### src/rtl/tmrcc_cfg.svh
// Purpose: constants of the timer control and count block
// Assumes: APB slave, 32-bit data, one register per aligned word
// Notes: register fields sit in the low 16 bits; upper bits read zero
`ifndef TMRCC_CFG_SVH
`define TMRCC_CFG_SVH

// ========================================
// register offsets
`define TMRCC_OFS_CTRL 8'h00
`define TMRCC_OFS_COUNT 8'h04
`define TMRCC_OFS_STATUS 8'h08
`define TMRCC_OFS_MASK 8'h0C
`define TMRCC_OFS_VECTOR 8'h10

// ========================================
// control fields
`define TMRCC_F_GRP 14:13
`define TMRCC_F_LEN 12:11
`define TMRCC_F_SRC 9:8
`define TMRCC_F_DIV 7:6
`define TMRCC_F_MODE 5:4
`define TMRCC_B_CLR 2
`define TMRCC_B_IE 1
`define TMRCC_B_FLAG 0

// ========================================
// values
`define TMRCC_MAX16 16'hFFFF
`define TMRCC_MAX12 16'h0FFF
`define TMRCC_MAX10 16'h03FF
`define TMRCC_DIVM1 3'h0
`define TMRCC_DIVM2 3'h1
`define TMRCC_DIVM4 3'h3
`define TMRCC_DIVM8 3'h7
`define TMRCC_VEC_OVF 16'h000E
`define TMRCC_VEC_NONE 16'h0000
`define TMRCC_ST_OVF 0

`endif

### src/rtl/tmrcc_pkg.sv
// Purpose: types of the timer control and count block
// Assumes: constants come from tmrcc_cfg.svh
// Notes: none
package tmrcc_pkg;

	typedef enum logic [1:0] {TMRCC_STOP, TMRCC_UP, TMRCC_CONT, TMRCC_UPDN} tmrcc_mode_t;
	typedef enum logic [1:0] {TMRCC_SRC_EXT, TMRCC_SRC_AUX, TMRCC_SRC_SUB, TMRCC_SRC_INV} tmrcc_src_t;
	typedef enum logic [1:0] {TMRCC_GRP_NONE, TMRCC_GRP_PAIR, TMRCC_GRP_TRIPLE, TMRCC_GRP_ALL} tmrcc_grp_t;

	typedef struct packed {
		tmrcc_grp_t latchGrouping;
		logic [1:0] counterLength;
		tmrcc_src_t clockSourceSelect;
		logic [1:0] prescaleDivider;
		tmrcc_mode_t countMode;
		logic overflowIrqEnable;
		logic overflowIrqFlag;
		logic [15:0] count;
		logic countDown;
		logic [2:0] divCount;
		logic prevExt;
		logic prevAux;
		logic prevSub;
		logic [0:0] status;
		logic [0:0] mask;
		logic [0:0] statusCaught;
		logic [31:0] readData;
		logic [6:0] latchUpdate;
	} tmrcc_state_t;

endpackage

### src/rtl/tmrcc_top.sv
// Purpose: timer control and count core with APB register access
// Assumes: clock source inputs are synchronous levels on clk_sys
// Notes: read data is captured in the setup cycle, pready rises in the access cycle
`include "tmrcc_cfg.svh"

module tmrcc_top
	import tmrcc_pkg::*;
(
	input wire logic clk_sys,
	input wire logic reset_n,
	input wire logic psel,
	input wire logic penable,
	input wire logic pwrite,
	input wire logic [7:0] paddr,
	input wire logic [31:0] pwdata,
	output logic [31:0] prdata,
	output logic pready,
	output logic pslverr,
	input wire logic externalTimerClock,
	input wire logic auxClock,
	input wire logic subMainClock,
	input wire logic [15:0] periodLatch,
	input wire logic [6:0] latchLoadEvent,
	output logic [6:0] compareLatchUpdate,
	output logic [15:0] countValue,
	output logic [1:0] countMode,
	output logic countDown,
	output logic overflowIrqRequest,
	output logic [15:0] interruptVector,
	output logic irq
);

	// ========================================
	// reset release
	logic rstMeta;
	logic rstSync;

	always_ff @(posedge clk_sys or negedge reset_n) begin
		if (!reset_n) begin
			rstMeta <= 1'b0;
			rstSync <= 1'b0;
		end else begin
			rstMeta <= 1'b1;
			rstSync <= rstMeta;
		end
	end

	// ========================================
	// state
	tmrcc_state_t st;
	tmrcc_state_t next_st;

	logic setupRd;
	logic accessWr;
	logic accessRd;
	logic mapped;
	logic writable;
	logic srcEdge;
	logic tick;
	logic overflow;
	logic [2:0] divMask;
	logic [15:0] lenMax;
	logic [15:0] ctrlView;
	logic [15:0] vectorView;

	assign setupRd = psel && !penable && !pwrite;
	assign accessWr = psel && penable && pwrite && writable;
	assign accessRd = psel && penable && !pwrite;
	assign pready = psel && penable;
	assign pslverr = psel && penable && (pwrite ? !writable : !mapped);

	always_comb begin
		unique case (paddr)
			`TMRCC_OFS_CTRL, `TMRCC_OFS_COUNT, `TMRCC_OFS_STATUS, `TMRCC_OFS_MASK: begin
				mapped = 1'b1;
				writable = 1'b1;
			end
			`TMRCC_OFS_VECTOR: begin
				mapped = 1'b1;
				writable = 1'b0;
			end
			default: begin
				mapped = 1'b0;
				writable = 1'b0;
			end
		endcase
	end

	// ========================================
	// compare latch grouping, latches of a group share one source channel
	logic [6:0] groupedEvent;

	for (genvar i = 0; i < 7; i++) begin : g_latch
		localparam int PAIR_SRC = (i == 0) ? 0 : ((i % 2 == 1) ? i : i - 1);
		localparam int TRIPLE_SRC = (i == 0) ? 0 : ((i <= 3) ? 1 : 4);
		assign groupedEvent[i] = (st.latchGrouping == TMRCC_GRP_PAIR) ? latchLoadEvent[PAIR_SRC]
			: (st.latchGrouping == TMRCC_GRP_TRIPLE) ? latchLoadEvent[TRIPLE_SRC]
			: (st.latchGrouping == TMRCC_GRP_ALL) ? latchLoadEvent[1]
			: latchLoadEvent[i];
	end

	// ========================================
	// combinational next state
	always_comb begin
		next_st = st;
		srcEdge = 1'b0;
		overflow = 1'b0;
		tick = 1'b0;
		divMask = `TMRCC_DIVM1;
		lenMax = `TMRCC_MAX16;
		ctrlView = 16'h0000;
		vectorView = `TMRCC_VEC_NONE;

		next_st.prevExt = externalTimerClock;
		next_st.prevAux = auxClock;
		next_st.prevSub = subMainClock;

		// source edge select
		unique case (st.clockSourceSelect)
			TMRCC_SRC_EXT: srcEdge = externalTimerClock && !st.prevExt;
			TMRCC_SRC_AUX: srcEdge = auxClock && !st.prevAux;
			TMRCC_SRC_SUB: srcEdge = subMainClock && !st.prevSub;
			TMRCC_SRC_INV: srcEdge = !externalTimerClock && st.prevExt;
		endcase

		// prescaler
		unique case (st.prescaleDivider)
			2'b00: divMask = `TMRCC_DIVM1;
			2'b01: divMask = `TMRCC_DIVM2;
			2'b10: divMask = `TMRCC_DIVM4;
			2'b11: divMask = `TMRCC_DIVM8;
		endcase
		if (srcEdge && st.countMode != TMRCC_STOP) begin
			if (st.divCount >= divMask) begin
				next_st.divCount = 3'h0;
				tick = 1'b1;
			end else begin
				next_st.divCount = st.divCount + 3'h1;
			end
		end

		// counter length
		unique case (st.counterLength)
			2'b01: lenMax = `TMRCC_MAX12;
			2'b10: lenMax = `TMRCC_MAX10;
			default: lenMax = `TMRCC_MAX16;
		endcase

		// counting
		if (tick) begin
			unique case (st.countMode)
				TMRCC_STOP: next_st.count = st.count;
				TMRCC_UP: begin
					if (st.count >= periodLatch) begin
						next_st.count = 16'h0000;
						overflow = 1'b1;
					end else begin
						next_st.count = st.count + 16'h0001;
					end
				end
				TMRCC_CONT: begin
					if (st.count >= lenMax) begin
						next_st.count = 16'h0000;
						overflow = 1'b1;
					end else begin
						next_st.count = st.count + 16'h0001;
					end
				end
				TMRCC_UPDN: begin
					if (!st.countDown) begin
						if (st.count >= periodLatch) begin
							next_st.countDown = (periodLatch != 16'h0000);
							next_st.count = (periodLatch != 16'h0000) ? periodLatch - 16'h0001 : 16'h0000;
						end else begin
							next_st.count = st.count + 16'h0001;
						end
					end else if (st.count <= 16'h0001) begin
						next_st.count = 16'h0000;
						next_st.countDown = 1'b0;
						overflow = 1'b1;
					end else begin
						next_st.count = st.count - 16'h0001;
					end
				end
			endcase
		end

		// overflow flag, hardware set wins over software clear
		next_st.overflowIrqFlag = st.overflowIrqFlag || overflow;
		if (accessWr && paddr == `TMRCC_OFS_CTRL) begin
			next_st.latchGrouping = tmrcc_grp_t'(pwdata[`TMRCC_F_GRP]);
			next_st.counterLength = pwdata[`TMRCC_F_LEN];
			next_st.clockSourceSelect = tmrcc_src_t'(pwdata[`TMRCC_F_SRC]);
			next_st.prescaleDivider = pwdata[`TMRCC_F_DIV];
			next_st.countMode = tmrcc_mode_t'(pwdata[`TMRCC_F_MODE]);
			next_st.overflowIrqEnable = pwdata[`TMRCC_B_IE];
			next_st.overflowIrqFlag = pwdata[`TMRCC_B_FLAG] || overflow;
			if (pwdata[`TMRCC_B_CLR]) begin
				next_st.count = 16'h0000;
				next_st.prescaleDivider = 2'b00;
				next_st.divCount = 3'h0;
				next_st.countDown = 1'b0;
			end
		end
		if (accessWr && paddr == `TMRCC_OFS_COUNT) begin
			next_st.count = pwdata[15:0];
		end
		if (accessWr && paddr == `TMRCC_OFS_MASK) begin
			next_st.mask = pwdata[`TMRCC_ST_OVF];
		end

		// sticky status, cleared by read, new event wins
		next_st.status[`TMRCC_ST_OVF] = st.status[`TMRCC_ST_OVF] || overflow;
		if (accessRd && paddr == `TMRCC_OFS_STATUS) begin
			next_st.status[`TMRCC_ST_OVF] = (st.status[`TMRCC_ST_OVF] && !st.statusCaught[`TMRCC_ST_OVF])
				|| overflow;
		end

		// register views
		ctrlView[`TMRCC_F_GRP] = st.latchGrouping;
		ctrlView[`TMRCC_F_LEN] = st.counterLength;
		ctrlView[`TMRCC_F_SRC] = st.clockSourceSelect;
		ctrlView[`TMRCC_F_DIV] = st.prescaleDivider;
		ctrlView[`TMRCC_F_MODE] = st.countMode;
		ctrlView[`TMRCC_B_CLR] = 1'b0;
		ctrlView[`TMRCC_B_IE] = st.overflowIrqEnable;
		ctrlView[`TMRCC_B_FLAG] = st.overflowIrqFlag;
		if (st.overflowIrqFlag && st.overflowIrqEnable) begin
			vectorView = `TMRCC_VEC_OVF;
		end

		// read capture in setup cycle
		if (setupRd) begin
			next_st.statusCaught = 1'b0;
			unique case (paddr)
				`TMRCC_OFS_CTRL: next_st.readData = {16'h0000, ctrlView};
				`TMRCC_OFS_COUNT: next_st.readData = {16'h0000, st.count};
				`TMRCC_OFS_STATUS: begin
					next_st.readData = {31'h0, st.status};
					next_st.statusCaught = st.status;
				end
				`TMRCC_OFS_MASK: next_st.readData = {31'h0, st.mask};
				`TMRCC_OFS_VECTOR: next_st.readData = {16'h0000, vectorView};
				default: next_st.readData = 32'h0000_0000;
			endcase
		end

		// compare latch grouping, registered one cycle
		next_st.latchUpdate = groupedEvent;
	end

	// ========================================
	// state register
	always_ff @(posedge clk_sys or negedge rstSync) begin
		if (!rstSync) begin
			st <= '0;
		end else begin
			st <= next_st;
		end
	end

	// ========================================
	// outputs
	assign prdata = st.readData;
	assign compareLatchUpdate = st.latchUpdate;
	assign countValue = st.count;
	assign countMode = st.countMode;
	assign countDown = st.countDown;
	assign overflowIrqRequest = st.overflowIrqFlag && st.overflowIrqEnable;
	assign interruptVector = (st.overflowIrqFlag && st.overflowIrqEnable) ? `TMRCC_VEC_OVF : `TMRCC_VEC_NONE;
	assign irq = |(st.status & st.mask);

endmodule // tmrcc_top

### config.mk
export PLATFORM = sky130hd
export DESIGN_NAME = tmrcc_top
export DESIGN_NICKNAME = d
export VERILOG_FILES = /design/src/rtl/tmrcc_pkg.sv /design/src/rtl/tmrcc_top.sv
export VERILOG_INCLUDE_DIRS = /design/src /design/src/rtl
export SDC_FILE = /design/constraint.sdc
export NUM_CORES = 1
export LEC_CHECK = 0
export BUFFER_PORTS_ARGS = -buffer_cell sky130_fd_sc_hd__clkbuf_2
export CELL_PAD_IN_SITES_DETAIL_PLACEMENT = 1
export CELL_PAD_IN_SITES_GLOBAL_PLACEMENT = 1
export CORE_MARGIN = 3
export CORE_UTILIZATION = 36
export CTS_CLUSTER_DIAMETER = 200
export CTS_CLUSTER_SIZE = 10
export DETAILED_ROUTE_END_ITERATION = 7
export GPL_TIMING_DRIVEN = 0
export PLACE_DENSITY = 0.83
export SYNTH_ARGS = -nofsm -noshare
export SYNTH_HDL_FRONTEND = slang
export SYNTH_SLANG_ARGS = --single-unit
### constraint.sdc
create_clock -name clk_sys -period 1.8 [get_ports clk_sys]
set_clock_uncertainty 0.1 [all_clocks]
set_input_delay 0.36 -clock clk_sys [delete_from_list [all_inputs] [get_ports clk_sys]]
set_output_delay 0.36 -clock clk_sys [all_outputs]
set_load 0.01 [all_outputs]
==> metrics.yaml <==
coreArea_um2: 14860
busiest_layer: "met2"
synth.avg_cell_area_um2: 8.101
pwr-share-clk_pct: 36.0
hold_viol: 0
wire_per_inst_um: 20.47
worstSkewPairLatency_ps: 340
synth_edf_count: 0
grt_util_all_layers_pct: 23.98
fmax_mhz: 349.5
worst-path-max-fanout: 10
syn_inst: 689
grt_start_max_net_pins: 62
h-tree-depth: 3
violations: "capacitance limit, slew limit, setup timing"
vias: 6011
finalWorstSetupSlack_ps: -1061
drt-vias-per-instance: 5.714
cp.arrival_ps: 2970
status: "finished, violations left"
place_congestion: 0.9329
portBuffers: 102
vdd_ir_drop_max_mv: 0.4246
cp-end-kind: "flop"
fin_setup_tns_ps: -17960
gr-total-overflow: 0
p_sw_share_pct: 33.25
cts_tree: "done"
grt_use_met1_pct: 31.42
gr-usage-met2_pct: 40.26
ant_nets: 0
powerDensity_nw_per_um2: 655.8
nets: 965
route.detailed.drc: 0
p_seq_share_pct: 32.5
cp-start-kind: "flop"
period_share_pct: 159.0
drv_slew: 6
final_core_util_pct: 51.75
max_cap_viol_count: 1
antennaDiodeCount: 0
drtIter0Drc: 533
die_area_um2: 17030
die_y_um: 130.5
dp_hpwl_mm: 15.08
start_util_pct: 37.55
p_leak_nw: 3.611
rsz0062_at_grt: "true"
syn-cell-area_um2: 5582
antenna_found_initial: 0
intPower_mw: 3.368
ys_seq_area_share_pct: 28.24
clk_path_buf_depth: 2
yosys_warnings: 0
ys_types: 68
cts_sinks: 63
clk_pin_slew_ps: 60
drt_wl_total_mm: 21.53
fp.dieW_um: 130.5
hold_path.class: "input port to flop"
worst_pin_slew_ps: 1571
grt_pass1_wl_mm: 31.68
cts_root_buf: "clkbuf_16"
area_delta_synth_final_pct: 37.82
maxSlewHeadroom_pct: -5.704
comb_power_share_pct: 31.5
fill_cells: 1769
dr.pass1.iters: 5
worstSetupPathType: "flop to flop"
worstPathRequired_ps: 1910
io_pins: 149
grt_pass1_vias: 5828
numCtsBuffers: 9
period_needed_ps: 2861
yosys_most_used_dff: "dfrtp_1"
met3_usage_pct: 4.553
switching_power_mw: 1.677
setup_viol: 23
drive_above_1_share_pct: 41.13
ys_ff_latch: 63
synthArstFlopShare_pct: 100.0
rows: 44
-- worst max-delay path: stages (launching register included) --
cell	delay, ps
dfrtp_1	390
buf_2	300
clkinv_1	340
nor4_2	540
a31o_4	320
nor4_1	80
mux2_4	280
a311oi_2	250
o211ai_1	130
-- worst paths after layout --
check                             startpoint              to  slack (ps)  depth (start not counted)
worst max register to register     countDown   countValue[3]       -1060                          8
max in group asynchronous            rstSync  countValue[15]         640                          0
worst min-delay path            subMainClock          st[42]          30                          1
worst max-delay path               countDown   countValue[3]       -1060                          8
worst min register to register       rstMeta         rstSync         260                          0
min in group asynchronous            reset_n         rstSync         240                          2
-- cell usage in the layout, fill, tap and decap left out, drive strengths merged, types with 24 or more instances in the layout --
cell and count:
clkbuf 144, buf 121, nand2 66, dfrtp 63, nor2 48, a21oi 37, o21ai 37, ha 31
conb 30, inv 30, nor3 27, xnor2 24, nand3 24
-- state kept, by name, summed over array words and instances, names as in the netlist --
signal              count
compareLatchUpdate      7
countDown               1
countMode               2
countValue             16
ctrlView               10
prdata                 16
rstMeta                 1
rstSync                 1
st                      9
-- synth_stat cells, drive strengths merged (10+ instances only) --
cell | number | area, um^2
a21oi | 37 | 185.2
nand2 | 66 | 247.7
nor4 | 10 | 83.83
nor3 | 27 | 151.4
xnor2 | 24 | 210.2
nor2 | 48 | 180.2
ha | 31 | 387.9
mux2 | 17 | 191.4
nand3 | 24 | 120.1
clkbuf | 35 | 131.4
a22oi | 19 | 142.6
o21ai | 37 | 185.2
nand4 | 11 | 68.82
inv | 30 | 112.6
buf | 83 | 596.8
dfrtp | 63 | 1577
-- what timing repair did --
item	in CTS	in global routing
gates cloned	0	1
hold buffers	1	0
pin swaps	25	27
buffers inserted	27	11
gates resized for setup	58	61
endpoints found under the setup margin	36	39
endpoints found under the hold margin	2	0
-- stage by stage --
stage	power, mW	hold WS [ps]	setup WS [ps]	instances	cell area, um^2
3_5_place_dp	2.926	54.23	-1383	1003	6600
5_1_grt	5.260	35.01	-1130	1052	7692
2_1_floorplan	2.492	-35.59	-683.9	717	5857
4_1_cts	4.921	32.69	-1046	1046	7375
3_3_place_gp	2.886	47.62	-1289	1003	6598
6_report	5.045	33.24	-1061	1052	7692
-- layer usage --
layer / wire [um] / up-vias / part of all wire, %
li1: - / 2720 / -
met1: 8728 / 2906 / 41
met2: 10420 / 320 / 48
met3: 1732 / 65 / 8.0
met4: 652 / 0 / 3.0
met5: 0 / - / 0
-- power groups by stage --
| stage | registers [mW] | clock network, mW | logic, mW |
|---|---|---|---|
| after floorplan | 1.59 | 0 | 0.899 |
| after global placement | 1.66 | 0 | 1.23 |
| after detailed placement | 1.66 | 0 | 1.27 |
| after CTS | 1.63 | 1.83 | 1.46 |
| after global routing | 1.65 | 1.89 | 1.72 |
| final | 1.64 | 1.82 | 1.59 |
-- area by class of cell --
class / instances / area, um^2 / area share, %
flip-flops and latches: 63 / 1584 / 20.59
clock inverters: 3 / 42.54 / 0.5530
clock buffers: 13 / 260.3 / 3.383
repair buffers: 140 / 899.6 / 11.69
plain buffers: 113 / 780.7 / 10.15
well taps: 184 / 230.2 / 2.993
multi-input cells: 505 / 3776 / 49.09
inverters: 31 / 118.9 / 1.545
-- cell families (layout without fill, tap and decap cells) --
logic type                 count (synthesis)  in the layout  share of synthesized area (%)
DFF                                       63             63                          28.24
xor gates and xnor gates                  27             27                          4.237
muxes                                     24             24                          5.133
and+or+nand+nor                          230            230                          20.89
AOI/OAI and AO/OA                        163            163                          19.28
adders and majority gates                 31             31                          6.949
buffers and inverters                    149            300                          15.13
other                                      2             30                         0.1345
No activity file was read; power rests on OpenSTA's default activity.
